<file path="config.mk">
export PLATFORM = sky130hd
export DESIGN_NAME = sss_seq
export DESIGN_NICKNAME = d
export VERILOG_FILES = /design/src/verilog/sss_pkg.sv /design/src/verilog/sss_seq.sv
export SDC_FILE = /design/constraint.sdc
export NUM_CORES = 1
export LEC_CHECK = 0
export ABC_AREA = 0
export BUFFER_PORTS_ARGS = -buffer_cell sky130_fd_sc_hd__buf_2
export CAP_MARGIN = 15
export CORE_AREA = 3 3 124 126
export CTS_BUF_LIST = sky130_fd_sc_hd__clkbuf_16
export DETAILED_ROUTE_END_ITERATION = 6
export DIE_AREA = 0 0 127 129
export PLACE_DENSITY = 0.66
export SLEW_MARGIN = 0
export SYNTH_ARGS = -nofsm -noshare
export SYNTH_HDL_FRONTEND = slang
export SYNTH_SLANG_ARGS = --single-unit
export TNS_END_PERCENT = 20
</file>
<file path="constraint.sdc">
create_clock -name clock -period 4.4 [get_ports clock]
set_input_delay 0.88 -clock clock [delete_from_list [all_inputs] [get_ports clock]]
set_output_delay 0.88 -clock clock [all_outputs]
set_load 0.02 [all_outputs]
</file>
<file path="src/verilog/sss_pkg.sv">
// Purpose: shared constants for the start-up enable and soft-start sequencer
// Assumes: 10 MHz system clock, APB register access with 32-bit data
// Notes: times are kept in their own units; cycle counts are derived from them
package sss_pkg;

  // clock
  localparam int CLK_HZ = 10_000_000;
  localparam int CLK_PERIOD_NS = 100;

  // fixed delays, as printed, and their cycle counts (least times round up)
  localparam int INIT_DELAY_NS = 1_400_000;
  localparam int INIT_DELAY_CYC = (INIT_DELAY_NS + CLK_PERIOD_NS - 1) / CLK_PERIOD_NS;
  localparam int HOLD_US = 85;
  localparam int HOLD_CYC = (HOLD_US * 1000 + CLK_PERIOD_NS - 1) / CLK_PERIOD_NS;
  localparam int VALID_NS = 500;
  localparam int VALID_CYC = (VALID_NS + CLK_PERIOD_NS - 1) / CLK_PERIOD_NS;
  localparam int PWROK_DELAY_US = 440;
  localparam int PWROK_DELAY_CYC = (PWROK_DELAY_US * 1000 + CLK_PERIOD_NS - 1) / CLK_PERIOD_NS;

  // reference stepping: 6.25 mV per step, default 330 kHz step rate
  localparam int STEP_UV = 6250;
  localparam int BOOT_UV = 1_100_000;
  localparam int DEF_STEP_HZ = 330_000;
  localparam int DEF_STEP_CYC = CLK_HZ / DEF_STEP_HZ;
  localparam int DAC_W = 9;
  localparam logic [8:0] BOOT_LEVEL = 9'(BOOT_UV / STEP_UV);
  localparam int TMR_W = 16;

  // voltage code
  localparam int CODE_W = 8;
  localparam logic [4:0] NOLOAD_CODE = 5'h1F;

  // register byte offsets
  localparam logic [7:0] OFS_CONFIG = 8'h00;
  localparam logic [7:0] OFS_RAMPDIV = 8'h04;
  localparam logic [7:0] OFS_STATUS = 8'h08;
  localparam logic [7:0] OFS_IRQSTAT = 8'h0C;
  localparam logic [7:0] OFS_IRQMASK = 8'h10;

  // config fields and reset values
  localparam int CFG_MODE_LSB = 0;
  localparam int CFG_PHASE_LSB = 2;
  localparam logic [1:0] CFG_MODE_RST = 2'h0;
  localparam logic [1:0] CFG_PHASE_RST = 2'h0;
  localparam logic [7:0] RAMPDIV_RST = 8'h1D;

  // status fields
  localparam int STAT_DAC_LSB = 8;
  localparam int STAT_PIN_LSB = 20;

  // interrupt bits
  localparam int IRQ_W = 4;
  localparam int IRQ_START = 0;
  localparam int IRQ_DONE = 1;
  localparam int IRQ_SHUT = 2;
  localparam int IRQ_CODEWAIT = 3;

  // table modes and phase counts
  typedef enum logic [1:0] {
    SSS_TWO_STAGE = 2'h0,
    SSS_SIX_BIT = 2'h1,
    SSS_FIVE_BIT = 2'h2
  } sss_mode_t;

  typedef enum logic [1:0] {
    SSS_PH4 = 2'h0,
    SSS_PH2 = 2'h2,
    SSS_PH3 = 2'h3
  } sss_phase_t;

  // sequencer states, one-hot
  typedef enum logic [6:0] {
    ST_SHUT = 7'h01,
    ST_DELAY = 7'h02,
    ST_BOOTRAMP = 7'h04,
    ST_HOLD = 7'h08,
    ST_FINALRAMP = 7'h10,
    ST_PWROKDLY = 7'h20,
    ST_RUN = 7'h40
  } sss_state_t;

endpackage

</file>
<file path="src/verilog/sss_seq.sv">
// Purpose: start-up enable gating and digital soft-start of a multiphase regulator controller
// Assumes: one 10 MHz clock, synchronous active-high reset, comparator and strap inputs asynchronous
// Notes: APB slave with no wait states; voltage code level arrives already translated to DAC steps
//
// Summary of operation
// - shutdown keeps all PWM outputs high-impedance
// - logic supply reset must be released
// - enable comparator must report above threshold
// - external driver enable must be above threshold
// - driver supply one, plus two/three for 2-3 phases
// - two-stage and 6-bit modes start immediately
// - 5-bit mode withholds start on no-load code
// - first period is fixed delay, no ramp
// - ramp reference from zero to boot level
// - hold boot level 85us plus code validation
// - read code; only valid code starts ramp
// - step up or down from boot to code
// - ramps move 6.25mV per oscillator step
// - grounded rate pin gives 330kHz steps
// - power ok released after fixed delay
// - power ok low in shutdown and soft-start
`timescale 1ns/100ps

module sss_seq #(
  parameter int INIT_DELAY_CYCLES = sss_pkg::INIT_DELAY_CYC,
  parameter int PWROK_DELAY_CYCLES = sss_pkg::PWROK_DELAY_CYC
) (
  // clock and reset
  input wire logic clock,
  input wire logic rst,
  // apb slave
  input wire logic psel,
  input wire logic penable,
  input wire logic pwrite,
  input wire logic [7:0] paddr,
  input wire logic [31:0] pwdata,
  output logic [31:0] prdata,
  output logic pready,
  output logic pslverr,
  // comparator indications, asynchronous
  input wire logic logicPorOk,
  input wire logic enableAbove,
  input wire logic extDriverEnableOk,
  input wire logic [2:0] driverBiasSupplyOk,
  input wire logic rampPinGrounded,
  // voltage code, asynchronous
  input wire logic [sss_pkg::CODE_W-1:0] voltageCode,
  input wire logic voltageCodeValid,
  input wire logic [sss_pkg::DAC_W-1:0] voltageCodeLevel,
  // pwm output enables and reference
  output logic [3:0] pwmOutEn,
  output logic [sss_pkg::DAC_W-1:0] dacLevel,
  // open-drain power ok pin
  input wire logic powerOkOutputIn,
  output logic powerOkOutputOut,
  output logic powerOkOutputOe,
  // interrupt
  output logic irq
);
  import sss_pkg::*;

  localparam int SYNC_W = 1 + 1 + 1 + 3 + 1 + CODE_W + 1 + DAC_W + 1;

  // next ramp level, one step toward the goal
  function automatic logic [DAC_W-1:0] stepToward(input logic [DAC_W-1:0] cur, input logic [DAC_W-1:0] goal);
    if (cur < goal) begin
      stepToward = cur + 9'h001;
    end else if (cur > goal) begin
      stepToward = cur - 9'h001;
    end else begin
      stepToward = cur;
    end
  endfunction

  // register select for an apb address
  function automatic logic isReg(input logic [7:0] addr, input logic [7:0] ofs);
    isReg = (addr == ofs);
  endfunction

  logic [SYNC_W-1:0] syncA_r;
  logic [SYNC_W-1:0] syncB_r;
  logic porOk;
  logic enOk;
  logic extOk;
  logic [2:0] supOk;
  logic pinGnd;
  logic [CODE_W-1:0] code;
  logic codeValid;
  logic [DAC_W-1:0] codeLevel;
  logic pgPin;
  logic [1:0] cfgMode_r;
  logic [1:0] cfgPhase_r;
  logic [7:0] rampDiv_r;
  logic [IRQ_W-1:0] irqStat_r;
  logic [IRQ_W-1:0] irqMask_r;
  logic [IRQ_W-1:0] irqEvt;
  sss_state_t state_r;
  sss_state_t state_nxt;
  logic [TMR_W-1:0] tmr_r;
  logic [2:0] validCnt_r;
  logic [7:0] divCnt_r;
  logic [7:0] divTop;
  logic stepTick;
  logic [DAC_W-1:0] dac_r;
  logic supplyOk;
  logic noLoad;
  logic startOk;
  logic timerDone;
  logic codeReady;
  logic ramping;
  logic [DAC_W-1:0] rampGoal;
  logic apbWrite;
  logic apbSetup;
  logic [31:0] readVal;

  // two-flop synchroniser; only the second stage is read by logic
  always_ff @(posedge clock) begin
    if (rst) begin
      syncA_r <= '0;
      syncB_r <= '0;
    end else begin
      syncA_r <= {logicPorOk, enableAbove, extDriverEnableOk, driverBiasSupplyOk, rampPinGrounded,
                  voltageCode, voltageCodeValid, voltageCodeLevel, powerOkOutputIn};
      syncB_r <= syncA_r;
    end
  end

  assign {porOk, enOk, extOk, supOk, pinGnd, code, codeValid, codeLevel, pgPin} = syncB_r;

  // start gating; comparator hysteresis is already inside each indication
  assign supplyOk = supOk[0] & ((cfgPhase_r == SSS_PH4) | (supOk[1] & supOk[2]));
  assign noLoad = (cfgMode_r == SSS_FIVE_BIT) & (code[4:0] == NOLOAD_CODE);
  assign startOk = porOk & enOk & extOk & supplyOk & ~noLoad;

  assign timerDone = (tmr_r == '0);
  assign codeReady = (validCnt_r == 3'(VALID_CYC));

  // step pacing: default rate when the rate pin is grounded, else software divider
  assign divTop = pinGnd ? 8'(DEF_STEP_CYC - 1) : rampDiv_r;
  assign ramping = (state_r == ST_BOOTRAMP) | (state_r == ST_FINALRAMP);
  assign stepTick = ramping & (divCnt_r == 8'h00);
  assign rampGoal = (state_r == ST_BOOTRAMP) ? BOOT_LEVEL : codeLevel;

  // sequencer next state; any lost start condition drops back to shutdown
  always_comb begin
    state_nxt = state_r;
    if (!startOk) begin
      state_nxt = ST_SHUT;
    end else begin
      unique case (state_r)
        ST_SHUT: begin
          state_nxt = ST_DELAY;
        end
        ST_DELAY: begin
          if (timerDone) begin
            state_nxt = (cfgMode_r == SSS_TWO_STAGE) ? ST_BOOTRAMP : ST_FINALRAMP;
          end
        end
        ST_BOOTRAMP: begin
          if (dac_r == BOOT_LEVEL) begin
            state_nxt = ST_HOLD;
          end
        end
        ST_HOLD: begin
          if (timerDone && codeReady && codeValid) begin
            state_nxt = ST_FINALRAMP;
          end
        end
        ST_FINALRAMP: begin
          if (dac_r == codeLevel) begin
            state_nxt = ST_PWROKDLY;
          end
        end
        ST_PWROKDLY: begin
          if (timerDone) begin
            state_nxt = ST_RUN;
          end
        end
        ST_RUN: begin
          state_nxt = ST_RUN;
        end
        default: begin
          state_nxt = ST_SHUT;
        end
      endcase
    end
  end

  // state register
  always_ff @(posedge clock) begin
    if (rst) begin
      state_r <= ST_SHUT;
    end else begin
      state_r <= state_nxt;
    end
  end

  // one timer reloaded on each state entry; counts down to zero
  always_ff @(posedge clock) begin
    if (rst) begin
      tmr_r <= '0;
    end else if (state_nxt != state_r) begin
      if (state_nxt == ST_DELAY) begin
        tmr_r <= TMR_W'(INIT_DELAY_CYCLES - 1);
      end else if (state_nxt == ST_HOLD) begin
        tmr_r <= TMR_W'(HOLD_CYC - 1);
      end else if (state_nxt == ST_PWROKDLY) begin
        tmr_r <= TMR_W'(PWROK_DELAY_CYCLES - 1);
      end else begin
        tmr_r <= '0;
      end
    end else if (!timerDone) begin
      tmr_r <= tmr_r - 16'h0001;
    end
  end

  // code validation after the fixed hold: consecutive valid cycles, restart on any invalid one
  always_ff @(posedge clock) begin
    if (rst) begin
      validCnt_r <= 3'h0;
    end else if (state_r != ST_HOLD || !timerDone || !codeValid) begin
      validCnt_r <= 3'h0;
    end else if (!codeReady) begin
      validCnt_r <= validCnt_r + 3'h1;
    end
  end

  // step divider; restarts outside ramps so the first step is a full period away
  always_ff @(posedge clock) begin
    if (rst) begin
      divCnt_r <= RAMPDIV_RST;
    end else if (!ramping || stepTick) begin
      divCnt_r <= divTop;
    end else begin
      divCnt_r <= divCnt_r - 8'h01;
    end
  end

  // reference level; one 6.25 mV code step per tick, up or down
  always_ff @(posedge clock) begin
    if (rst) begin
      dac_r <= '0;
    end else if (state_nxt == ST_SHUT) begin
      dac_r <= '0;
    end else if (stepTick) begin
      dac_r <= stepToward(dac_r, rampGoal);
    end
  end

  // pin-facing outputs; pwm pins released only outside shutdown
  always_ff @(posedge clock) begin
    if (rst) begin
      pwmOutEn <= 4'h0;
      dacLevel <= '0;
      powerOkOutputOut <= 1'b0;
      powerOkOutputOe <= 1'b1;
    end else begin
      if (state_nxt == ST_SHUT) begin
        pwmOutEn <= 4'h0;
      end else if (cfgPhase_r == SSS_PH2) begin
        pwmOutEn <= 4'h3;
      end else if (cfgPhase_r == SSS_PH3) begin
        pwmOutEn <= 4'h7;
      end else begin
        pwmOutEn <= 4'hF;
      end
      dacLevel <= dac_r;
      powerOkOutputOut <= 1'b0;
      powerOkOutputOe <= (state_r != ST_RUN);
    end
  end

  // interrupt events
  assign irqEvt[IRQ_START] = (state_r == ST_SHUT) & (state_nxt == ST_DELAY);
  assign irqEvt[IRQ_DONE] = (state_r == ST_PWROKDLY) & (state_nxt == ST_RUN);
  assign irqEvt[IRQ_SHUT] = (state_r != ST_SHUT) & (state_nxt == ST_SHUT);
  assign irqEvt[IRQ_CODEWAIT] = (state_r == ST_HOLD) & (tmr_r == 16'h0001) & ~codeValid;

  // apb phases: answer is ready in the first cycle of the access phase
  assign apbSetup = psel & ~penable;
  assign apbWrite = psel & penable & pready & pwrite;

  // configuration registers
  always_ff @(posedge clock) begin
    if (rst) begin
      cfgMode_r <= CFG_MODE_RST;
      cfgPhase_r <= CFG_PHASE_RST;
      rampDiv_r <= RAMPDIV_RST;
      irqMask_r <= '0;
    end else if (apbWrite) begin
      if (isReg(paddr, OFS_CONFIG)) begin
        cfgMode_r <= pwdata[CFG_MODE_LSB +: 2];
        cfgPhase_r <= pwdata[CFG_PHASE_LSB +: 2];
      end
      if (isReg(paddr, OFS_RAMPDIV)) begin
        rampDiv_r <= pwdata[7:0];
      end
      if (isReg(paddr, OFS_IRQMASK)) begin
        irqMask_r <= pwdata[IRQ_W-1:0];
      end
    end
  end

  // sticky status; a new event wins over a write-one clear in the same cycle
  always_ff @(posedge clock) begin
    if (rst) begin
      irqStat_r <= '0;
    end else if (apbWrite && isReg(paddr, OFS_IRQSTAT)) begin
      irqStat_r <= (irqStat_r & ~pwdata[IRQ_W-1:0]) | irqEvt;
    end else begin
      irqStat_r <= irqStat_r | irqEvt;
    end
  end

  // interrupt level from a flop; follows status one cycle later
  always_ff @(posedge clock) begin
    if (rst) begin
      irq <= 1'b0;
    end else begin
      irq <= |(irqStat_r & irqMask_r);
    end
  end

  // read mux
  always_comb begin
    readVal = 32'h0000_0000;
    if (isReg(paddr, OFS_CONFIG)) begin
      readVal[CFG_MODE_LSB +: 2] = cfgMode_r;
      readVal[CFG_PHASE_LSB +: 2] = cfgPhase_r;
    end else if (isReg(paddr, OFS_RAMPDIV)) begin
      readVal[7:0] = rampDiv_r;
    end else if (isReg(paddr, OFS_STATUS)) begin
      readVal[6:0] = state_r;
      readVal[STAT_DAC_LSB +: DAC_W] = dac_r;
      readVal[STAT_PIN_LSB +: 5] = {pgPin, startOk, noLoad, supplyOk, codeValid};
    end else if (isReg(paddr, OFS_IRQSTAT)) begin
      readVal[IRQ_W-1:0] = irqStat_r;
    end else if (isReg(paddr, OFS_IRQMASK)) begin
      readVal[IRQ_W-1:0] = irqMask_r;
    end
  end

  // apb answer registered in the setup cycle; unmapped addresses answer with an error
  always_ff @(posedge clock) begin
    if (rst) begin
      pready <= 1'b0;
      prdata <= 32'h0000_0000;
      pslverr <= 1'b0;
    end else if (apbSetup) begin
      pready <= 1'b1;
      prdata <= pwrite ? 32'h0000_0000 : readVal;
      pslverr <= ~(isReg(paddr, OFS_CONFIG) | isReg(paddr, OFS_RAMPDIV) | isReg(paddr, OFS_STATUS) |
                   isReg(paddr, OFS_IRQSTAT) | isReg(paddr, OFS_IRQMASK));
    end else begin
      pready <= 1'b0;
      prdata <= 32'h0000_0000;
      pslverr <= 1'b0;
    end
  end
endmodule // sss_seq

</file>
==> run summary <==
The flow ran to the end, and the final reports show no timing, DRC or antenna violations. Number of buffers added by the clock tree synthesis step: 17. The cell area that synthesis handed to floorplanning was 0.006414 mm². The critical path depth was 18. On the critical path, the stage with the largest delay is an instance of sky130_fd_sc_hd__nor4_4. For this block, the initial DRC count from the detailed router was 367.

The tools report the pin count of the biggest net entering global routing as 49. Worst setup margin: 0.2942 ns. Clock tree synthesis selected as its root buffer the cell sky130_fd_sc_hd__clkbuf_16.

The mean post-synth cell area came out at 9.059 µm². The power per cell area is 454.9 mW/mm², and the count of fill cells added during filler insertion is 1,332. The pre-antenna-repair detailed-routing pass consisted of 6 iterations. The initial core utilization came out at 44.47%.

The tools report the type of destination of the critical path as a register. Summing the sequential cell areas from Yosys gives 45.88% of the chip area. Registers take 0.002943 mm². After clock tree synthesis, the clock-pin slew on the worst setup and hold paths is 0.06 ns.

The delay of the slowest cell on the worst path is 0.41 ns, and the number of instances in the synthesized netlist is 708. The largest clock skew in the final design was 0.01159 ns. The fraction of final layout cells sized beyond drive strength 1 is 17.19%, and the worst reg2reg path depth is 18.

Counting stages on the worst path, the most repeated cell is sky130_fd_sc_hd__o21ai_0. Sequential cells burn 42.0% of the power. The kind of critical path is reg2reg.

The floorplan step set the die height to 129 µm. The total of max-cap violations was 0. The number of stages on the worst hold path works out to 1. Summed over all nets, the switching power comes to 0.8894 mW. The run gives 0 as the antenna cell count. The required time reported for the critical path endpoint was 4.76 ns; the slew at the pin with the worst max-slew slack was 0.9383 ns. The logs give 0.9329 for the final weighted congestion in routability-driven placement and 15.2% for the share of power burned in combinational logic. The number of antenna violations at the first check in global routing is 0.

Number of synthesized register bits: 147. The final layout contains routed wiring with a total length of 14.13 mm. The CTS sink count came out at 147. For this run, asynchronously set or reset flops after synthesis account for 0%. Input and output buffers added on the ports amount to 82.

Relative to the synthesized area, the layout overhead comes to 18.61%. The final route contains 5,057 vias. For the static power due to leakage, the log shows 3.208 nW. The tools report the number of global-route vias before repair as 4,870. Wire length of the first global-routing pass: 23.20 mm.

The run gives 0.4357 ns as the final hold slack. The path type of the worst min-delay path was reg2reg. Count of pins over their slew limit: 0. The worst path uses 93.31% of the clock period. No sink is reached through more buffers than the 2 on the longest clock path. The kind of cell with the highest combined delay along the critical path is compound AO/OA/AOI/OAI gates. Per report_power, the clock group accounts for 42.7% of the total.

The netlist uses 58 different library cells. The net switching fraction of the power was 25.70%. The worst max-slew margin expressed relative to the limit came out at 37.45%. The internal power component came out at 2.571 mW. The run gives 0 as the post-CTS setup-driven buffer insertion count. TritonCTS built the clock tree. Together, buffers and inverters on the worst path number 0.

In the final layout, the multi-input gates occupy 0.003258 mm². Global routing finished with a remaining overflow of 0. The floorplan step defined a die boundary enclosing 0.01638 mm².

Among all flip-flop cells after synthesis, the most frequent one is sky130_fd_sc_hd__dfxtp_1. Global routing consumed, over all layers together, 17.70% of the routing resources. The biggest fanout along the worst timing path is 7. The completed layout was analyzed and its total power is 3.461 mW.

In this run the standard cell core region covers 0.01442 mm². After the last flow step, the layout net total stands at 884. The tools report the number of levels the H-tree was split into as 4. During synthesis, Yosys emitted a total of 0 warnings. In the final routed layout, each cell accounts on average for 14.31 µm. Derived from the worst setup path, the maximum achievable clock frequency is 243.6 MHz. At the later pin of the worst-skew pair, clock insertion delay measures 0.42 ns. For this run, design rule violations remaining after detail routing come to 0. The tools report the critical path arrival as 4.47 ns.

The signal on the critical path passes through nor4_4 -> nand3_2 -> nand2_1 -> ha_1 -> nor2b_1 -> o21a_1 -> o21a_1 -> o21ai_0 -> a31oi_2 -> ha_1 -> nor2b_1 -> o21ai_0 -> a21boi_0 -> o21ai_0 -> a21oi_1 -> xor2_1 -> a211o_1 -> nand2_1. The floorplan step set the die width to 127 µm. The tools report the count of final hold-check violations as 0. The count of antenna-violating nets left after detailed routing came out at 0. After detailed routing, the number of vias per cell comes to 5.124.

After floorplanning, the core was divided into 44 placement rows. For the setup slack at placement, the log shows 0.1760 ns. Setup violations remaining at the end of the flow were counted as 0. The worst-case IR drop observed on VDD is 235.5 µV. For this design the top-level I/O count stands at 121. For the finished layout, the period the worst path requires is 4.106 ns. Yosys mapped a number of flops with a built-in enable equal to 0. STA classifies the critical path startpoint as a register. For the half-perimeter wire length after detailed placement, the log shows 10.32 mm.

For the final sum of negative setup slack, the log shows 0 ns.
[final timing paths]
path | start | endpoint | slack [ns]
setup / recovery | state_r[3] | dac_r[8] | 0.29
hold / removal | syncA_r[3] | syncB_r[3] | 0.44
setup reg to reg | state_r[3] | dac_r[8] | 0.29
hold reg to reg | syncA_r[3] | syncB_r[3] | 0.44
[power groups by stage]
| stage | clock (mW) | combinational, mW | sequential, mW |
|---|---|---|---|
| finish | 1.48 | 0.527 | 1.45 |
| global route | 1.57 | 0.594 | 1.46 |
| global placement | 0 | 0.506 | 1.48 |
| detailed placement | 0 | 0.522 | 1.48 |
| floorplan | 0 | 0.410 | 1.47 |
| CTS | 1.51 | 0.525 | 1.45 |
[worst register-to-register path, stage by stage (launching register included)]
cell	delay [ns]
sky130_fd_sc_hd__dfxtp_1	0.33
sky130_fd_sc_hd__nor4_4	0.41
sky130_fd_sc_hd__nand3_2	0.22
sky130_fd_sc_hd__nand2_1	0.12
sky130_fd_sc_hd__ha_1	0.23
sky130_fd_sc_hd__nor2b_1	0.13
sky130_fd_sc_hd__o21a_1	0.17
sky130_fd_sc_hd__o21a_1	0.16
sky130_fd_sc_hd__o21ai_0	0.25
sky130_fd_sc_hd__a31oi_2	0.21
sky130_fd_sc_hd__ha_1	0.36
sky130_fd_sc_hd__nor2b_1	0.14
sky130_fd_sc_hd__o21ai_0	0.25
sky130_fd_sc_hd__a21boi_0	0.19
sky130_fd_sc_hd__o21ai_0	0.24
sky130_fd_sc_hd__a21oi_1	0.11
sky130_fd_sc_hd__xor2_1	0.17
sky130_fd_sc_hd__a211o_1	0.30
sky130_fd_sc_hd__nand2_1	0.05
[per-layer routing]
layer,GRT usage (%),vias up,wire [µm]
li1,-,2560,-
met1,23.20,2321,6763
met2,27.77,155,6267
met3,4.276,21,872
met4,8.076,0,223
met5,0,-,0
[cell type report]
| class | count | area share (%) |
|---|---|---|
| Timing Repair Buffer | 95 | 6.678 |
| Clock inverter | 15 | 2.500 |
| Tap cell | 184 | 3.026 |
| Multi-Input combinational cell | 515 | 42.83 |
| Inverter | 14 | 0.6908 |
| Sequential cell | 147 | 38.68 |
| Clock buffer | 17 | 5.592 |
[synthesized netlist by cell type, drive strengths merged (7+ instances only)]
library cell	n	area share [%]
a21oi	39	3.0
a22oi	8	0.94
and2	16	1.6
buf	20	2.1
clkbuf	22	1.3
dfxtp	147	46
ha	22	4.3
inv	14	0.82
mux2i	27	4.2
nand2	43	2.5
nand2b	10	0.98
nand3	25	2.0
nand4	9	0.88
nor2	87	5.1
nor2b	61	6.0
nor3	21	1.6
nor4	7	0.88
o21ai	12	0.94
or3	14	1.4
xnor2	23	3.1
xor2	14	1.9
[cells in the final DEF (no fill, tap or decap), drive strengths merged, types with 5 or more instances in the layout]
cell type and n:
and2 16, nand2 43, inv 14, or2 6
clkinv 8, xor2 14, dfxtp 147, nor2 87
clkbuf 17, conb 11, nor3 21, a211oi 6
nor4 7, a22oi 8, mux2i 27, a21oi 39
ha 22, nor3b 5, nand4 9, buf 95
o21ai 12, nand2b 10, xnor2 23, nor2b 61
nand3 25, or3 14
[state kept, by name (all words and copies together) (netlist names), 7 cells and up]
signal	flops
dacLevel	9
dac_r	9
divCnt_r	8
prdata	22
rampDiv_r	8
state_r	7
syncA_r	23
syncB_r	23
tmr_r	16
[cells by family (layout without fill, tap and decap cells)]
| kind of cell | count (synthesis) | in the layout | synth area share [%] |
|---|---|---|---|
| muxes | 29 | 29 | 4.565 |
| DFF | 147 | 147 | 45.88 |
| and+or+nand+nor | 321 | 321 | 26.22 |
| AOI/OAI and AO/OA | 94 | 94 | 9.403 |
| buffers and inverters | 56 | 141 | 4.214 |
| xor gates and xnor gates | 37 | 37 | 5.053 |
| other | 1 | 11 | 0.05847 |
| adders and majority gates | 23 | 23 | 4.604 |
[through the flow]
step                      cells  utilization, %  cell area (µm²)
after global placement      955           48.33             6972
after detailed placement    955           48.33             6972
after global routing        987           52.74             7607
final                       987           52.74             7607
after CTS                   987           52.60             7587
after floorplan             718               -             6451
[timing repair]
item                                    4_1_cts  5_1_grt
hold endpoints to repair                      0        0
endpoints found under the setup margin        0        3
hold buffers                                  0        0
gates resized for setup                       0        3
No activity file was read; power rests on OpenSTA's default activity.
